==> config.mk <==
export PLATFORM = sky130hd
export DESIGN_NAME = superpacket_decoder
export DESIGN_NICKNAME = d
export VERILOG_FILES = /design/src/core/superpacket_pkg.sv /design/src/core/packet_capture.sv /design/src/core/superpacket_decoder.sv
export SDC_FILE = /design/constraint.sdc
export NUM_CORES = 1
export LEC_CHECK = 0
export BUFFER_PORTS_ARGS = -buffer_cell sky130_fd_sc_hd__buf_2
export CAP_MARGIN = 5
export CORE_MARGIN = 4
export CORE_UTILIZATION = 50
export DETAILED_ROUTE_END_ITERATION = 16
export HOLD_SLACK_MARGIN = 0.1
export PLACE_DENSITY = 0.68
export REMOVE_ABC_BUFFERS = 1
export SLEW_MARGIN = 20
export SYNTH_ARGS = -nofsm -noshare
export SYNTH_HDL_FRONTEND = slang
export SYNTH_SLANG_ARGS = --single-unit
==> constraint.sdc <==
create_clock -name i_core_clk -period 3.4 [get_ports i_core_clk]
set_input_delay 0.68 -clock i_core_clk [delete_from_list [all_inputs] [get_ports i_core_clk]]
set_output_delay 0.68 -clock i_core_clk [all_outputs]
set_load 0.02 [all_outputs]
==> src/core/superpacket_pkg.sv <==
// Constants shared by the superpacket command decoder and its packet capture.
// Assumes byte-level packets with framing and byte stuffing already removed.
package superpacket_pkg;

	// Packet codes and sub-codes.
	localparam logic [7:0] CODE_EXT_CMD     = 8'h8E;
	localparam logic [7:0] CODE_EXT_RPT     = 8'h8F;
	localparam logic [7:0] CODE_PORT        = 8'hBC;
	localparam logic [7:0] CODE_POLL_FIX    = 8'h37;
	localparam logic [7:0] SUB_DATUM        = 8'h15;
	localparam logic [7:0] SUB_GRID         = 8'h19;
	localparam logic [7:0] SUB_FIX          = 8'h20;
	localparam logic [7:0] SUB_SAVE         = 8'h26;
	localparam logic [7:0] GRID_ENABLE_CHAR = 8'h45;
	localparam logic [7:0] PORT_CURRENT     = 8'hFF;

	// Data byte counts (sub-code included) of each accepted form.
	localparam logic [5:0] LEN_SUB_ONLY     = 6'h01;
	localparam logic [5:0] LEN_SUB_BYTE     = 6'h02;
	localparam logic [5:0] LEN_DATUM_INDEX  = 6'h03;
	localparam logic [5:0] LEN_DATUM_CUSTOM = 6'h29;

	// Packet capture depth: packet code plus the longest payload.
	localparam int CAPTURE_BYTES = 42;

	// Datum store and report layout.
	localparam logic [15:0] DATUM_COUNT         = 16'h00B4;
	localparam logic [15:0] DATUM_INDEX_DEFAULT = 16'h0000;
	localparam logic [15:0] DATUM_INDEX_CUSTOM  = 16'hFFFF;
	localparam int          DATUM_VAL_BYTES     = 40;
	localparam int          DATUM_VAL_FIRST     = 2;
	localparam logic [5:0]  RPT_DATUM_HEAD      = 6'h04;

	// Report lengths in bytes, packet code included.
	localparam logic [5:0] RPT_DATUM_LEN = 6'h2C;
	localparam logic [5:0] RPT_PORT_LEN  = 6'h0B;
	localparam logic [5:0] RPT_SAVE_LEN  = 6'h02;

	// Port report field codes.
	localparam logic [7:0] BAUD_CODE_MAX  = 8'h09;
	localparam logic [7:0] DATA_BITS_7    = 8'h02;
	localparam logic [7:0] DATA_BITS_8    = 8'h03;
	localparam logic [7:0] STOP_BITS_1    = 8'h00;
	localparam logic [7:0] STOP_BITS_2    = 8'h02;
	localparam logic [7:0] PARITY_MAX     = 8'h02;

	typedef enum {
		ST_IDLE,
		ST_EXEC,
		ST_SAVE_WAIT,
		ST_TX_ADDR,
		ST_TX_LOAD,
		ST_TX_WAIT
	} state_t;

	typedef enum {
		RPT_DATUM,
		RPT_PORT,
		RPT_SAVE
	} rpt_kind_t;

endpackage

==> src/core/packet_capture.sv <==
// Packet capture: stores the bytes of one command packet and reports its size.
// Assumes the caller only takes bytes while it is ready to decode them.
`timescale 1ns/100ps
`default_nettype none
module packet_capture #(
	parameter int MAX_BYTES = superpacket_pkg::CAPTURE_BYTES
) (
	// Clock and reset.
	input  wire logic                   i_core_clk,
	input  wire logic                   i_rst_n,
	// Byte stream.
	input  wire logic                   i_take,
	input  wire logic [7:0]             i_data,
	input  wire logic                   i_last,
	// Captured packet.
	output logic                        o_done,
	output logic [5:0]                  o_count,
	output logic                        o_overflow,
	output logic [8*MAX_BYTES-1:0]      o_bytes
);
	import superpacket_pkg::*;

	logic [7:0] mem_q [MAX_BYTES];
	logic [5:0] count_q;
	logic       ovf_q;

	// ------------------------------------------------------------
	// Byte store
	// ------------------------------------------------------------
	always_ff @(posedge i_core_clk) begin
		if (i_take && (count_q < 6'(MAX_BYTES))) begin
			mem_q[count_q] <= i_data;
		end
	end

	// ------------------------------------------------------------
	// Count, overflow and completion
	// ------------------------------------------------------------
	always_ff @(posedge i_core_clk) begin
		if (!i_rst_n) begin
			count_q    <= 6'h00;
			ovf_q      <= 1'b0;
			o_done     <= 1'b0;
			o_count    <= 6'h00;
			o_overflow <= 1'b0;
		end else begin
			o_done <= i_take && i_last;
			if (i_take) begin
				if (i_last) begin
					count_q    <= 6'h00;
					ovf_q      <= 1'b0;
					o_count    <= (count_q < 6'(MAX_BYTES)) ? count_q + 6'h01 : count_q;
					o_overflow <= ovf_q || (count_q >= 6'(MAX_BYTES));
				end else if (count_q < 6'(MAX_BYTES)) begin
					count_q <= count_q + 6'h01;
				end else begin
					ovf_q <= 1'b1;
				end
			end
		end
	end

	genvar g;
	generate
		for (g = 0; g < MAX_BYTES; g++) begin : g_flat
			assign o_bytes[8*g +: 8] = mem_q[g];
		end
	endgenerate

endmodule
`default_nettype wire

==> src/core/superpacket_decoder.sv <==
// Superpacket command decoder: executes host commands and builds reports.
// Assumes framed, unstuffed packets on the same clock; a datum table ROM
// answers combinationally within one cycle.
//
// What this block does
// - Port report first byte: 0 or 1.
// - Baud codes 0-9, data bits 2/3, parity 0-2.
// - Stop bits coded 0 or 2.
// - Flow control is OR of option bits.
// - First data byte selects extended sub-code.
// - Extended identifier is code then sub-code.
// - Datum sub-code alone returns datum report.
// - Two-byte index selects one of 180 datums.
// - Custom datum takes five doubles, bytes 1-40.
// - Custom datum values stored without checks.
// - Datum change feeds all position outputs.
// - Latest variant keeps only default datum.
// - Grid enable by 0x45; precision picks report.
// - Compact fix sub-code alone requests report.
// - Second byte 1 marks, 0 unmarks auto.
// - Auto output needs extended output enabled.
// - Poll 0x37 sends fix when auto.
// - Save, then report only after completion.
// - Datum report: sub-code, index, five doubles.
`timescale 1ns/100ps
`default_nettype none
module superpacket_decoder #(
	parameter bit LATEST_FW = 1'b0
) (
	// Clock and reset.
	input  wire logic        i_core_clk,
	input  wire logic        i_rst_n,
	// Command byte stream.
	input  wire logic        i_rx_valid,
	input  wire logic [7:0]  i_rx_data,
	input  wire logic        i_rx_last,
	output logic             o_rx_ready,
	// Report byte stream.
	output logic             o_tx_valid,
	output logic [7:0]       o_tx_data,
	output logic             o_tx_last,
	input  wire logic        i_tx_ready,
	// Serial port configuration being described.
	input  wire logic        i_cur_port,
	output logic             o_cfg_port,
	input  wire logic [3:0]  i_cfg_in_baud,
	input  wire logic [3:0]  i_cfg_out_baud,
	input  wire logic        i_cfg_data8,
	input  wire logic [1:0]  i_cfg_parity,
	input  wire logic        i_cfg_two_stop,
	input  wire logic        i_cfg_rts_cts,
	input  wire logic        i_cfg_tx_xon,
	input  wire logic        i_cfg_tx_xany,
	input  wire logic        i_cfg_rx_xon,
	input  wire logic [7:0]  i_cfg_in_proto,
	input  wire logic [7:0]  i_cfg_out_proto,
	// I/O options.
	input  wire logic        i_io_double,
	input  wire logic        i_io_ext_out_en,
	// Datum table and datum in use.
	output logic [7:0]       o_table_index,
	output logic [5:0]       o_table_byte,
	input  wire logic [7:0]  i_table_data,
	output logic [15:0]      o_datum_index,
	output logic             o_datum_change,
	output logic [63:0]      o_datum_offset_x,
	output logic [63:0]      o_datum_offset_y,
	output logic [63:0]      o_datum_offset_z,
	output logic [63:0]      o_datum_axis,
	output logic [63:0]      o_datum_ecc_sq,
	// Report controls.
	output logic             o_grid_report_enable_flag,
	output logic             o_grid_single_en,
	output logic             o_grid_double_en,
	output logic             o_fix_report_req,
	output logic             o_fix_auto_en,
	// Non-volatile save.
	output logic             o_save_req,
	input  wire logic        i_save_done
);
	import superpacket_pkg::*;

	localparam int PAY_W = 8 * CAPTURE_BYTES;

	function automatic logic [7:0] pay_byte(input logic [PAY_W-1:0] flat, input int k);
		pay_byte = flat[8*k +: 8];
	endfunction

	state_t           state_q;
	state_t           state_d;
	rpt_kind_t        kind_q;
	logic [5:0]       tx_idx_q;
	logic [5:0]       rpt_len;
	logic [7:0]       rpt_byte;
	logic             take;
	logic             cap_done;
	logic [5:0]       cap_count;
	logic             cap_ovf;
	logic [PAY_W-1:0] pay;
	logic [7:0]       code;
	logic [7:0]       sub;
	logic [7:0]       arg;
	logic [15:0]      idx_val;
	logic             dat_query;
	logic             dat_index;
	logic             dat_custom;
	logic             grid_set;
	logic             fix_query;
	logic             fix_mark;
	logic             save_cmd;
	logic             fix_poll;
	logic             port_query;
	logic             bad;
	logic             exec;
	logic             mark_q;
	logic             port_sel_q;
	logic [319:0]     datum_val_q;

	assign take = i_rx_valid && o_rx_ready;
	assign exec = (state_q == ST_EXEC);

	packet_capture #(
		.MAX_BYTES (CAPTURE_BYTES)
	) u_capture (
		.i_core_clk (i_core_clk),
		.i_rst_n    (i_rst_n),
		.i_take     (take),
		.i_data     (i_rx_data),
		.i_last     (i_rx_last),
		.o_done     (cap_done),
		.o_count    (cap_count),
		.o_overflow (cap_ovf),
		.o_bytes    (pay)
	);

	// ------------------------------------------------------------
	// Command decode
	// ------------------------------------------------------------
	always_comb begin
		code    = pay_byte(pay, 0);
		sub     = pay_byte(pay, 1);
		arg     = pay_byte(pay, 2);
		idx_val = {pay_byte(pay, 2), pay_byte(pay, 3)};
		dat_query  = 1'b0;
		dat_index  = 1'b0;
		dat_custom = 1'b0;
		grid_set   = 1'b0;
		fix_query  = 1'b0;
		fix_mark   = 1'b0;
		save_cmd   = 1'b0;
		fix_poll   = 1'b0;
		port_query = 1'b0;
		bad        = 1'b0;
		if (cap_ovf) begin
			bad = 1'b1;
		end else if (code == CODE_EXT_CMD) begin
			unique case (sub)
				SUB_DATUM: begin
					dat_query  = (cap_count == LEN_SUB_ONLY + 6'h01);
					dat_index  = (cap_count == LEN_DATUM_INDEX + 6'h01) && (idx_val < DATUM_COUNT);
					dat_custom = (cap_count == LEN_DATUM_CUSTOM + 6'h01);
				end
				SUB_GRID:  grid_set  = (cap_count == LEN_SUB_BYTE + 6'h01);
				SUB_FIX: begin
					fix_query = (cap_count == LEN_SUB_ONLY + 6'h01);
					// only 0 or 1 are marks
					fix_mark  = (cap_count == LEN_SUB_BYTE + 6'h01) && (arg[7:1] == 7'h00);
				end
				SUB_SAVE:  save_cmd  = (cap_count == LEN_SUB_ONLY + 6'h01);
				default:   bad = 1'b1;
			endcase
			if (!(dat_query || dat_index || dat_custom || grid_set || fix_query
			      || fix_mark || save_cmd)) begin
				bad = 1'b1;
			end
		end else if (code == CODE_POLL_FIX) begin
			fix_poll = 1'b1;
		end else if (code == CODE_PORT) begin
			port_query = (cap_count == 6'h02) && ((sub[7:1] == 7'h00) || (sub == PORT_CURRENT));
		end
	end

	// ------------------------------------------------------------
	// Sequencer
	// ------------------------------------------------------------
	always_comb begin
		state_d = state_q;
		unique case (state_q)
			ST_IDLE: if (cap_done) state_d = ST_EXEC;
			ST_EXEC: begin
				if (dat_query || port_query) begin
					state_d = ST_TX_ADDR;
				end else if (save_cmd) begin
					state_d = ST_SAVE_WAIT;
				end else begin
					state_d = ST_IDLE;
				end
			end
			ST_SAVE_WAIT: if (i_save_done) state_d = ST_TX_ADDR;
			ST_TX_ADDR: state_d = ST_TX_LOAD;
			ST_TX_LOAD: state_d = ST_TX_WAIT;
			ST_TX_WAIT: begin
				if (i_tx_ready) begin
					state_d = o_tx_last ? ST_IDLE : ST_TX_ADDR;
				end
			end
		endcase
	end

	always_ff @(posedge i_core_clk) begin
		if (!i_rst_n) begin
			state_q    <= ST_IDLE;
			o_rx_ready <= 1'b0;
		end else begin
			state_q    <= state_d;
			o_rx_ready <= (state_d == ST_IDLE) && !(take && i_rx_last) && !cap_done;
		end
	end

	always_ff @(posedge i_core_clk) begin
		if (!i_rst_n) begin
			kind_q     <= RPT_SAVE;
			tx_idx_q   <= 6'h00;
			port_sel_q <= 1'b0;
			o_cfg_port <= 1'b0;
		end else begin
			if (exec) begin
				tx_idx_q <= 6'h00;
				if (dat_query) begin
					kind_q <= RPT_DATUM;
				end else if (port_query) begin
					kind_q     <= RPT_PORT;
					port_sel_q <= (sub == PORT_CURRENT) ? i_cur_port : sub[0];
					o_cfg_port <= (sub == PORT_CURRENT) ? i_cur_port : sub[0];
				end else if (save_cmd) begin
					kind_q <= RPT_SAVE;
				end
			end else if (state_q == ST_TX_WAIT && i_tx_ready) begin
				tx_idx_q <= tx_idx_q + 6'h01;
			end
		end
	end

	// ------------------------------------------------------------
	// Report bytes
	// ------------------------------------------------------------
	always_comb begin
		rpt_byte = 8'h00;
		rpt_len  = RPT_SAVE_LEN;
		unique case (kind_q)
			RPT_DATUM: begin
				rpt_len = RPT_DATUM_LEN;
				if (tx_idx_q == 6'h00) rpt_byte = CODE_EXT_RPT;
				else if (tx_idx_q == 6'h01) rpt_byte = SUB_DATUM;
				else if (tx_idx_q == 6'h02) rpt_byte = o_datum_index[15:8];
				else if (tx_idx_q == 6'h03) rpt_byte = o_datum_index[7:0];
				else if (o_datum_index == DATUM_INDEX_CUSTOM) begin
					rpt_byte = datum_val_q[319 - 8*int'(o_table_byte) -: 8];
				end else begin
					rpt_byte = i_table_data;
				end
			end
			RPT_PORT: begin
				rpt_len = RPT_PORT_LEN;
				unique case (tx_idx_q)
					6'h00: rpt_byte = CODE_PORT;
					6'h01: rpt_byte = {7'h00, port_sel_q};
					6'h02: rpt_byte = ({4'h0, i_cfg_in_baud} > BAUD_CODE_MAX) ? 8'h00 : {4'h0, i_cfg_in_baud};
					6'h03: rpt_byte = ({4'h0, i_cfg_out_baud} > BAUD_CODE_MAX) ? 8'h00 : {4'h0, i_cfg_out_baud};
					6'h04: rpt_byte = i_cfg_data8 ? DATA_BITS_8 : DATA_BITS_7;
					6'h05: rpt_byte = ({6'h00, i_cfg_parity} > PARITY_MAX) ? 8'h00 : {6'h00, i_cfg_parity};
					6'h06: rpt_byte = i_cfg_two_stop ? STOP_BITS_2 : STOP_BITS_1;
					6'h07: rpt_byte = {4'h0, i_cfg_rx_xon, i_cfg_tx_xany, i_cfg_tx_xon, i_cfg_rts_cts};
					6'h08: rpt_byte = i_cfg_in_proto;
					6'h09: rpt_byte = i_cfg_out_proto;
					default: rpt_byte = 8'h00;
				endcase
			end
			RPT_SAVE: rpt_byte = (tx_idx_q == 6'h00) ? CODE_EXT_RPT : SUB_SAVE;
		endcase
	end

	always_ff @(posedge i_core_clk) begin
		if (!i_rst_n) begin
			o_tx_valid    <= 1'b0;
			o_tx_data     <= 8'h00;
			o_tx_last     <= 1'b0;
			o_table_index <= 8'h00;
			o_table_byte  <= 6'h00;
		end else begin
			if (state_q == ST_TX_ADDR) begin
				o_table_index <= o_datum_index[7:0];
				o_table_byte  <= tx_idx_q - RPT_DATUM_HEAD;
			end
			if (state_q == ST_TX_LOAD) begin
				o_tx_valid <= 1'b1;
				o_tx_data  <= rpt_byte;
				o_tx_last  <= (tx_idx_q == rpt_len - 6'h01);
			end else if (state_q == ST_TX_WAIT && i_tx_ready) begin
				o_tx_valid <= 1'b0;
				o_tx_last  <= 1'b0;
			end
		end
	end

	// ------------------------------------------------------------
	// Datum store
	// ------------------------------------------------------------
	always_ff @(posedge i_core_clk) begin
		if (!i_rst_n) begin
			o_datum_index  <= DATUM_INDEX_DEFAULT;
			o_datum_change <= 1'b0;
			datum_val_q    <= '0;
		end else begin
			o_datum_change <= 1'b0;
			if (exec && !LATEST_FW) begin
				if (dat_index) begin
					o_datum_index  <= idx_val;
					o_datum_change <= 1'b1;
				end else if (dat_custom) begin
					o_datum_index  <= DATUM_INDEX_CUSTOM;
					o_datum_change <= 1'b1;
					for (int k = 0; k < DATUM_VAL_BYTES; k++) begin
						datum_val_q[319 - 8*k -: 8] <= pay_byte(pay, k + DATUM_VAL_FIRST);
					end
				end
			end
		end
	end

	assign o_datum_offset_x = datum_val_q[319:256];
	assign o_datum_offset_y = datum_val_q[255:192];
	assign o_datum_offset_z = datum_val_q[191:128];
	assign o_datum_axis     = datum_val_q[127:64];
	assign o_datum_ecc_sq   = datum_val_q[63:0];

	// ------------------------------------------------------------
	// Grid, compact fix and save controls
	// ------------------------------------------------------------
	always_ff @(posedge i_core_clk) begin
		if (!i_rst_n) begin
			o_grid_report_enable_flag <= 1'b0;
			o_grid_single_en          <= 1'b0;
			o_grid_double_en          <= 1'b0;
		end else begin
			if (exec && grid_set) begin
				o_grid_report_enable_flag <= (arg == GRID_ENABLE_CHAR);
			end
			o_grid_single_en <= o_grid_report_enable_flag && !i_io_double;
			o_grid_double_en <= o_grid_report_enable_flag && i_io_double;
		end
	end

	always_ff @(posedge i_core_clk) begin
		if (!i_rst_n) begin
			mark_q           <= 1'b0;
			o_fix_auto_en    <= 1'b0;
			o_fix_report_req <= 1'b0;
			o_save_req       <= 1'b0;
		end else begin
			if (exec && fix_mark) begin
				mark_q <= arg[0];
			end
			o_fix_auto_en <= mark_q && i_io_ext_out_en;
			o_fix_report_req <= exec && (fix_query || (fix_poll && mark_q && i_io_ext_out_en));
			o_save_req <= exec && save_cmd;
		end
	end
endmodule
`default_nettype wire

==> run summary, run 1 <==
Final Skew = 0.0227 ns
Worst hold path class = input pin to register
Routed length per instance = 24.2 um
Primary FF master, synth = dfxtp_1
Post-Syn Area = 0.0292 mm2
Synth warn = 0
GRT overflow = 0
Unique masters post-synth = 74
Max_cap viols = 0
Largest net degree at the start of global routing = 176
Simple-Gate Fraction of Synth Area = 14.9%
DRC = 0
Slew margin rel. = 24.7%
CP Class = register to register
Area share of the largest cell type after synthesis = 34.5%
Crit end category = register
Clock Latency Late Sink = 0.62 ns
Met1 Usage GRT = 39.6%
Avg Cell Area, Syn = 11.2 um2
Final wirelength = 93500 um
Final Core Density = 60.9%
Seq/Total Area, Yosys = 63.7%
Pleak = 12.9 nW
Endpoints failing hold = 0
Final nets = 3112
Vias in the first global route = 21400
DR pass1 iterations = 6
Mux cell area share after synthesis = 7.56%
Routability congestion estimate = 0.901
Post-Synth XOR/XNOR Area = 0.360%
Arrival time at the worst endpoint = 3.62 ns
Post-DP Area = 0.0324 mm2
Root Buffer = clkbuf_16
Period utilisation layout = 91.4%
Seq. cell area = 0.0186 mm2
Most repeated cell in the gate-level netlist after synthesis = nand2_1
Setup bufs post-CTS = 0
WP data required = 3.91 ns
Row count = 88
H-Tree Depth = 3
Met3 GRT Util = 6.50%
Area growth syn-to-layout = 20.5%
Slew Limit Fails = 0
Initial Util = 50.5%
Largest family of logic cells by synthesized area = simple AND/OR/NAND/NOR gates
#FFs+latches synth = 761
Die area = 0.0624 mm2
F_max = 322 MHz
Num ports = 426
Core footprint = 0.0578 mm2
Critical path peak fanout = 10
Complex-gate fraction of the synthesized area = 9.83%
Dpl hpwl = 63600 um
Busiest grt layer = met2
IO Port Bufs = 425
Clock transition at path regs = 0.06 ns
CTS max path bufs = 3
Area leader, netlist = edfxtp_1
Area contributors post-synth = edfxtp_1 (35%), dfxtp_1 (29%), nand2_1 (9.1%)
PD cells = 539 mW/mm2
Post-Synth Adder-Cell Area = 0.643%
RSZ-0062 raised after global routing = false
Die H = 250 um
Area occupied by multi-input gates = 0.00975 mm2
All-Layer GR Usage = 29.0%
Synth cell count leaders = nand2_1 (711), dfxtp_1 (425), a21oi_1 (369)
Initial DRC Count = 2531
Post-synth EDFFs = 336
Worst-Margin Slew = 1.13 ns
Startpoint types = register
Power, Total = 19.0 mW
Status = complete, no violations
Clk sinks = 761
Worst VDD drop = 0.442 mV
Share of layout cells above drive strength 1 = 24.5%
GR Layer Usage met2 = 46.1%
Final ANT Viol Nets = 0
Final setup vio count = 0
DIE WIDTH = 250 um
Post-route minimum period = 3.11 ns
Global-route wire length before repair = 139000 um
CTS Hold Bufs = 0
CTS tree = done
Initial antenna violation count = 3
Cts bufs inserted = 79
Post_cts resized = 0
Final instance area = 0.0352 mm2
Vias = 22300
Number of vias per cell = 5.77
Fillcell total = 4696
Ys async rst share = 0%
Cells after Synth = 2606
worst max-delay path, stage by stage, from the launching register on:
cell and delay (ns):
dfxtp_1 0.43, inv_1 0.23, ha_1 0.39, nor4bb_1 0.63
nor4_1 0.13, a21oi_1 0.20, buf_4 0.18, a21boi_0 0.25
o21ai_0 0.24, a221oi_1 0.34
layout make-up:
class                           instances  share of cell area [%]
Antenna cell                            3                  0.0213
Clock buffer                          108                    6.36
Clock inverter                         38                    1.49
Inverter                               18                   0.213
Multi-Input combinational cell       1654                    27.7
Sequential cell                       761                    52.9
Tap cell                              765                    2.72
Timing Repair Buffer                  526                    8.62
where the power goes:
| group | internal [mW] | total (mW) | switching (mW) |
|---|---|---|---|
| logic | 0.0595 | 0.295 | 0.236 |
| registers | 9.55 | 9.56 | 0.0117 |
| clock network | 5.55 | 9.12 | 3.58 |
| total | 15.2 | 19.0 | 3.83 |
per-layer routing:
layer	wire length, um	up-vias
met5	12	-
met3	8400	191
met2	43600	1073
met1	37600	11000
met4	3950	2
li1	-	10100
kinds of logic (layout without fill, tap and decap cells):
group,Yosys count,after routing
AND/OR/NAND/NOR,1009,1009
flip-flops,761,761
AO/OA/AOI/OAI,504,504
buffers and inverters,191,690
multiplexers,114,114
adder cells (fa/ha/maj),15,15
XOR/XNOR,12,12
other,0,3
state kept, by name, summed over array words and instances, names as in the netlist, 2 cells and up:
name / flops
datum_val_q: 320
kind_q: 2
o_datum_index: 16
o_table_byte: 6
o_table_index: 8
o_tx_data: 8
state_q: 32
tx_idx_q: 6
u_capture.count_q: 6
u_capture.mem_q: 336
u_capture.o_count: 6
path summary, 6_finish.rpt:
check	startpoint	end	slack (ns)	cells past startpoint
worst max-delay path	tx_idx_q[2]	o_tx_data[1]	0.29	9
worst min-delay path	i_io_double	o_grid_single_en	0.23	2
worst max register to register	tx_idx_q[2]	o_tx_data[1]	0.29	9
worst min register to register	state_q[27]	state_q[27]	0.46	1
layout by cell type, fill, tap and decap left out, types with 6 or more instances in the layout:
cell type  netlist  layout
buf_4           42      89
or3_1           10      10
nor4bb_1         7       6
mux4_2          81      81
o22ai_1          9       9
edfxtp_1       336     336
a31oi_1          9       9
nor4_1          16      16
nand4_1         24      24
buf_2           19     425
and3_1           7       7
o21ai_0         25      25
o21a_1          11      11
a21oi_1        369     369
nor3_1          13      13
nand3_1         25      24
clkbuf_8         0       9
nor2b_1          9       8
ha_1            15      15
buf_12           0      12
clkinv_2         0      10
a32oi_1          7       7
dfxtp_1        425     422
a211oi_1        15      15
bufinv_16        0      12
inv_1           17      17
nor2_1         107     107
clkbuf_1       110      17
xor2_1           6       6
nand2_1        711     711
and2_1          37      37
clkinv_1         0       8
nand2b_1         7       7
o221a_2          8       8
clkbuf_16        0      82
mux2i_1         27      27
through the flow:
step	setup TNS (ns)	hold slack [ns]	setup slack, ns	instances
after detailed placement	0	0.445	0.246	3724
after CTS	0	0.207	0.229	3870
final	0	0.232	0.293	3873
after global placement	-0.131	0.440	-0.131	3724
after floorplan	-2849.58	0.430	-8.70	2433
after global routing	0	0.213	0.119	3870
(Power assumes the default switching activity.)
==> run 2, diff against run 1 <==
Settings changed: GPL_TIMING_DRIVEN set to 0.
==> run 2 against run 1 <==
Power decreased by 2.5%. Maximum frequency shrank 5.0%. Final cell count shrank 1.7%. Combinational power barely moved. Die area unchanged. Core utilization down 0.54 points. Critical path type unchanged.
==> run summary, run 2 (synthesized netlist as in run 1, its figures left out) <==
Critical path peak fanout = 10 (unchanged)
Die H = 250 um (unchanged)
Finished Layout Cells = 3808 (-1.7%)
Busiest grt layer = met2
Worst hold path class = input pin to register
Clock Latency Late Sink = 0.62 ns (about the same)
Die area = 0.0624 mm2 (unchanged)
H-Tree Depth = 3 (unchanged)
Row count = 88 (unchanged)
Startpoint types = register
Area growth syn-to-layout = 19.4%
Flip-flop count of the largest register after layout = 336 (unchanged)
DP Cell Count = 3651 (-2.0%)
Vias = 22200 (-0.60%)
Final instance area = 0.0349 mm2 (-0.88%)
Final ANT Viol Nets = 0 (unchanged)
CP Class = register to register
Slew Limit Fails = 0 (unchanged)
Arrival time at the worst endpoint = 3.75 ns (+0.13 ns)
Worst r2r path cells = 8 (-1)
Slew margin rel. = 21.8% (-2.9 points)
F_max = 306 MHz (-5.0%)
Clock transition at path regs = 0.06 ns (about the same)
Global-route wire length before repair = 137000 um (-1.6%)
IO Port Bufs = 425 (unchanged)
CTS tree = done
Reg with most FFs = u_capture.mem_q
Endpoints failing hold = 0 (unchanged)
Most frequent cells in the layout = nand2_1 (711), buf_2 (426), dfxtp_1 (421), a21oi_1 (367), edfxtp_1 (336)
Routability congestion estimate = 0.920 (+2.1%)
Largest net degree at the start of global routing = 115 (-35%)
Final nets = 3048 (-2.1%)
Max_cap viols = 0 (unchanged)
Worst VDD drop = 0.428 mV (-3.2%)
Crit end category = register
Number of vias per cell = 5.83 (+1.1%)
Clk sinks = 761 (unchanged)
Leading registers by flop count = u_capture.mem_q: 336 flops, datum_val_q: 320 flops, state_q: 32 flops
Post-route minimum period = 3.27 ns (+0.163 ns)
Core footprint = 0.0578 mm2 (unchanged)
Initial Util = 50.5% (unchanged)
Num ports = 426 (unchanged)
Cts bufs inserted = 78 (-1.3%)
DIE WIDTH = 250 um (unchanged)
PD cells = 531 mW/mm2 (-1.6%)
Routed length per instance = 24.5 um (+1.3%)
Commonest non-fill, non-tap cell in the layout = nand2_1
Worst-Margin Slew = 1.17 ns (+0.0441 ns)
GR Layer Usage met2 = 45.7% (-0.38 points)
RSZ-0062 raised after global routing = false
Met1 Usage GRT = 37.9% (-1.7 points)
Vias in the first global route = 21500 (+0.18%)
DR pass1 iterations = 5 (-1)
Status = complete, no violations
Final wirelength = 93200 um (-0.39%)
Power, Total = 18.5 mW (-2.5%)
Hold Path Stages = 2 (unchanged)
Met3 GRT Util = 6.58% (+0.073 points)
Dpl hpwl = 62600 um (-1.6%)
Final setup vio count = 0 (unchanged)
Share of layout cells above drive strength 1 = 23.2% (-1.3 points)
Initial DRC Count = 2555 (+0.95%)
Period utilisation layout = 96.2% (+4.8 points)
Initial antenna violation count = 7 (+4)
GRT overflow = 0 (unchanged)
DRC = 0 (unchanged)
Root Buffer = clkbuf_16
WP data required = 3.88 ns (-0.03 ns)
Pleak = 12.6 nW (-2.3%)
Post-DP Area = 0.0322 mm2 (-0.85%)
Final Skew = 0.0173 ns (-0.00545 ns)
CTS max path bufs = 3 (unchanged)
All-Layer GR Usage = 28.6% (-0.49 points)
## run 2: metal layers
layer / vias up / part of all wire, %
met2: 1042 / 47
li1: 9989 / -
met3: 172 / 8.7
met1: 11000 / 40
met4: 2 / 4.2
met5: - / 0.014
## run 2: layout make-up
type | instances | area, um2
clock inverter | 38 | 385
timing repair buffer | 461 | 2780
antenna | 4 | 10.0
sequential | 761 | 18600
tap | 765 | 957
clock buffer | 105 | 2200
fill | 4673 | 22900
multi-input combinational | 1656 | 9880
inverter | 18 | 75.1
## run 2: power by group
group / total, mW / internal (mW) / switching, mW
registers: 9.56 / 9.55 / 0.0129
clock network: 8.66 / 5.08 / 3.57
logic: 0.295 / 0.0579 / 0.237
## run 2: repair_timing
item | 4_1_cts | 5_1_grt
pin swaps | 0 | 1
cloned | 0 | 2
setup buffers | 0 | 8
endpoints found under the setup margin | 7 | 148
hold buffers | 0 | 0
resized for setup | 2 | 10
## run 2: worst paths after layout
check | start | endpoint | slack, ns
worst max register to register | tx_idx_q[2] | o_tx_data[1] | 0.13
worst min-delay path | i_io_double | o_grid_single_en | 0.23
worst max-delay path | tx_idx_q[2] | o_tx_data[1] | 0.13
worst min register to register | o_table_index[6] | o_table_index[6] | 0.45
## run 2: per-stage QoR
stage / hold slack (ns) / setup slack (ns) / setup TNS (ns) / util (%)
after floorplan: 0.430 / -8.70 / -2849.58 / -
after global placement: 0.439 / -16.11 / -5316.58 / 54.4
after detailed placement: 0.445 / -0.577 / -2.55 / 55.6
after CTS: 0.195 / 0.00159 / 0 / 60.1
after global routing: 0.215 / 0.0542 / 0 / 60.4
final: 0.227 / 0.130 / 0 / 60.4
## run 2: worst max-delay path: stages (launching register included)
cell and delay [ns]:
dfxtp_1 0.54, inv_1 0.22, ha_1 0.37, nor4bb_4 0.24, or2_2 0.34, a2111oi_1 0.83
a221oi_1 0.20, o21ai_0 0.23, a221oi_1 0.16
==> run 3, diff against run 2 <==
Settings changed: CELL_PAD_IN_SITES_DETAIL_PLACEMENT set to 1, CELL_PAD_IN_SITES_GLOBAL_PLACEMENT set to 1, CORE_UTILIZATION 50 to 45, PLACE_DENSITY 0.68 to 0.76.
==> run 3 against run 2 <==
The flow now finishes with violations (setup timing). Worst hold slack got worse by 0.0015 ns. Critical path depth did not move. First-iteration DRC count fell by 19%. Design area rose by 0.85%. Register-to-register slack got worse by 0.17 ns. Combinational power rose by 3%. Critical endpoint unchanged. Final cell count rose by 2.4%. Highest routed layer is now met4. Count of clock-buffer cells in the layout rose by 1.
==> run summary, run 3 (synthesized netlist as in run 1, its figures left out) <==
Row count = 93 (+5.7%)
Worst stage delay on the critical path = 0.99 ns (+0.16 ns)
Crit path max-delay cell type = a2111oi_0
Flip-flop count of the largest register after layout = 336 (unchanged)
Routability congestion estimate = 0.864 (-6.1%)
GRT overflow = 0 (unchanged)
Failing checks = setup timing
Initial antenna violation count = 7 (unchanged)
Dpl hpwl = 70100 um (+12%)
Clock Latency Late Sink = 0.62 ns (about the same)
Final nets = 3048 (unchanged)
IO Port Bufs = 425 (unchanged)
Share of layout cells above drive strength 1 = 23.5% (+0.27 points)
CP Class = register to register
Arrival time at the worst endpoint = 3.90 ns (+0.15 ns)
Slew margin rel. = 21.2% (-0.55 points)
Initial DRC Count = 2062 (-19%)
Met1 Usage GRT = 38.0% (about the same)
Core footprint = 0.0643 mm2 (+11%)
Status = finished with violations
Routed length per instance = 27.0 um (+10%)
Die area = 0.0691 mm2 (+11%)
Global-route wire length before repair = 156000 um (+14%)
Crit end category = register
Max_cap viols = 0 (unchanged)
Met3 GRT Util = 6.15% (-0.42 points)
Slew Limit Fails = 0 (unchanged)
DR pass1 iterations = 5 (unchanged)
Final worst setup slack = -0.0446 ns (-0.174 ns)
Clock transition at path regs = 0.06 ns (about the same)
Post-route minimum period = 3.44 ns (+0.174 ns)
Area growth syn-to-layout = 20.5%
Final instance area = 0.0352 mm2 (+0.85%)
Die H = 263 um (+5.2%)
DRC = 0 (unchanged)
Period utilisation layout = 101% (+5.1 points)
Worst Hold Slack = 0.225 ns (-0.00150 ns)
Final Skew = 0.0160 ns (-0.00129 ns)
Power, Total = 19.0 mW (+2.6%)
Largest net degree at the start of global routing = 129 (+12%)
Initial Util = 45.4% (-5.1 points)
F_max = 290 MHz (-5.1%)
H-Tree Depth = 3 (unchanged)
Critical path peak fanout = 10 (unchanged)
WP data required = 3.86 ns (-0.02 ns)
Vias in the first global route = 24000 (+12%)
Clk sinks = 761 (unchanged)
Reg with most FFs = u_capture.mem_q
Final ANT Viol Nets = 0 (unchanged)
All-Layer GR Usage = 29.5% (+0.96 points)
Fillcell total = 6803 (+46%)
Worst-Margin Slew = 1.15 ns (-0.0215 ns)
Pleak = 12.7 nW (+0.73%)
Number of vias per cell = 5.87 (+0.58%)
CP Cell Sequence = inv_1, ha_1, nor4bb_4, or2_2, a2111oi_0, o21ai_0, nor3b_1, a221oi_1
Vias = 22900 (+3.0%)
Final wirelength = 105000 um (+13%)
PD cells = 539 mW/mm2 (+1.7%)
GR Layer Usage met2 = 49.4% (+3.8 points)
Leading registers by flop count = u_capture.mem_q: 336 flops, datum_val_q: 320 flops, state_q: 32 flops
Endpoints failing hold = 0 (unchanged)
DIE WIDTH = 263 um (+5.2%)
Commonest non-fill, non-tap cell in the layout = nand2_1
Cts bufs inserted = 80 (+2.6%)
Most frequent cells in the layout = nand2_1 (711), dfxtp_1 (421), buf_2 (421), a21oi_1 (367), edfxtp_1 (336)
Root Buffer = clkbuf_16
Post-DP Area = 0.0323 mm2 (+0.52%)
Worst hold path class = input pin to register
CTS tree = done
Startpoint types = register
Final setup vio count = 1 (+1)
RSZ-0062 raised after global routing = false
Num ports = 426 (unchanged)
Worst VDD drop = 0.435 mV (+1.5%)
Busiest grt layer = met2
CTS max path bufs = 3 (unchanged)
[run 3: cell types whose count changed in the layout (fill, tap and decap cells not counted), moves of 4 or more]
cell      previous run  this run
clkbuf_8             8        12
clkbuf_1            16        10
buf_2              426       421
buf_12              19        15
buf_16               7        11
[run 3: worst paths after layout]
path | start | to | slack (ns) | cells after the start
worst max register to register | tx_idx_q[2] | o_tx_data[1] | -0.04 | 8
worst min-delay path | i_io_double | o_grid_single_en | 0.23 | 2
worst max-delay path | tx_idx_q[2] | o_tx_data[1] | -0.04 | 8
worst min register to register | o_table_index[0] | o_table_index[0] | 0.46 | 2
[run 3: per-layer routing]
layer	vias to the layer above	wire, um
met1	11800	41800
li1	9999	-
met3	192	7910
met4	0	3920
met5	-	0
met2	893	51700
[run 3: timing repair]
| action | 4_1_cts | 5_1_grt |
|---|---|---|
| resized for setup | 5 | 6 |
| pin swaps | 0 | 1 |
| gates cloned | 1 | 0 |
| buffers inserted | 3 | 3 |
| hold buffers | 0 | 0 |
| endpoints found under the setup margin | 42 | 174 |
[run 3: layout make-up]
class | count | area [um2] | area share [%]
Antenna cell | 1 | 2.50 | 0.00711
Clock buffer | 106 | 2300 | 6.55
Clock inverter | 42 | 440 | 1.25
Inverter | 18 | 75.1 | 0.213
Multi-Input combinational cell | 1655 | 9860 | 28.0
Sequential cell | 761 | 18600 | 52.9
Tap cell | 855 | 1070 | 3.04
Timing Repair Buffer | 460 | 2820 | 8.01
[run 3: report_power, final]
group / leakage (nW) / internal (mW) / switching, mW
Clock: 1.35 / 5.39 / 3.73
Sequential: 6.45 / 9.55 / 0.0138
Combinational: 4.93 / 0.0569 / 0.248
[run 3: critical path, delay by kind of cell (launching register included)]
kind / cells / cell delay, ns
AO/OA/AOI/OAI: 3 / 1.34
AND/OR/NAND/NOR: 3 / 0.83
flip-flops: 1 / 0.54
adder cells (fa/ha/maj): 1 / 0.36
buffers and inverters: 1 / 0.21
[run 3: through the flow]
stage	cells	util, %	setup slack, ns	TNS (ns)
2_1_floorplan	2433	-	-8.70	-2849.58
3_3_place_gp	3713	49.1	-16.97	-5445.25
3_5_place_dp	3742	50.2	-0.501	-3.70
4_1_cts	3894	54.6	0.0188	0
5_1_grt	3897	54.7	0.00618	0
6_report	3898	54.7	-0.0446	-0.0446
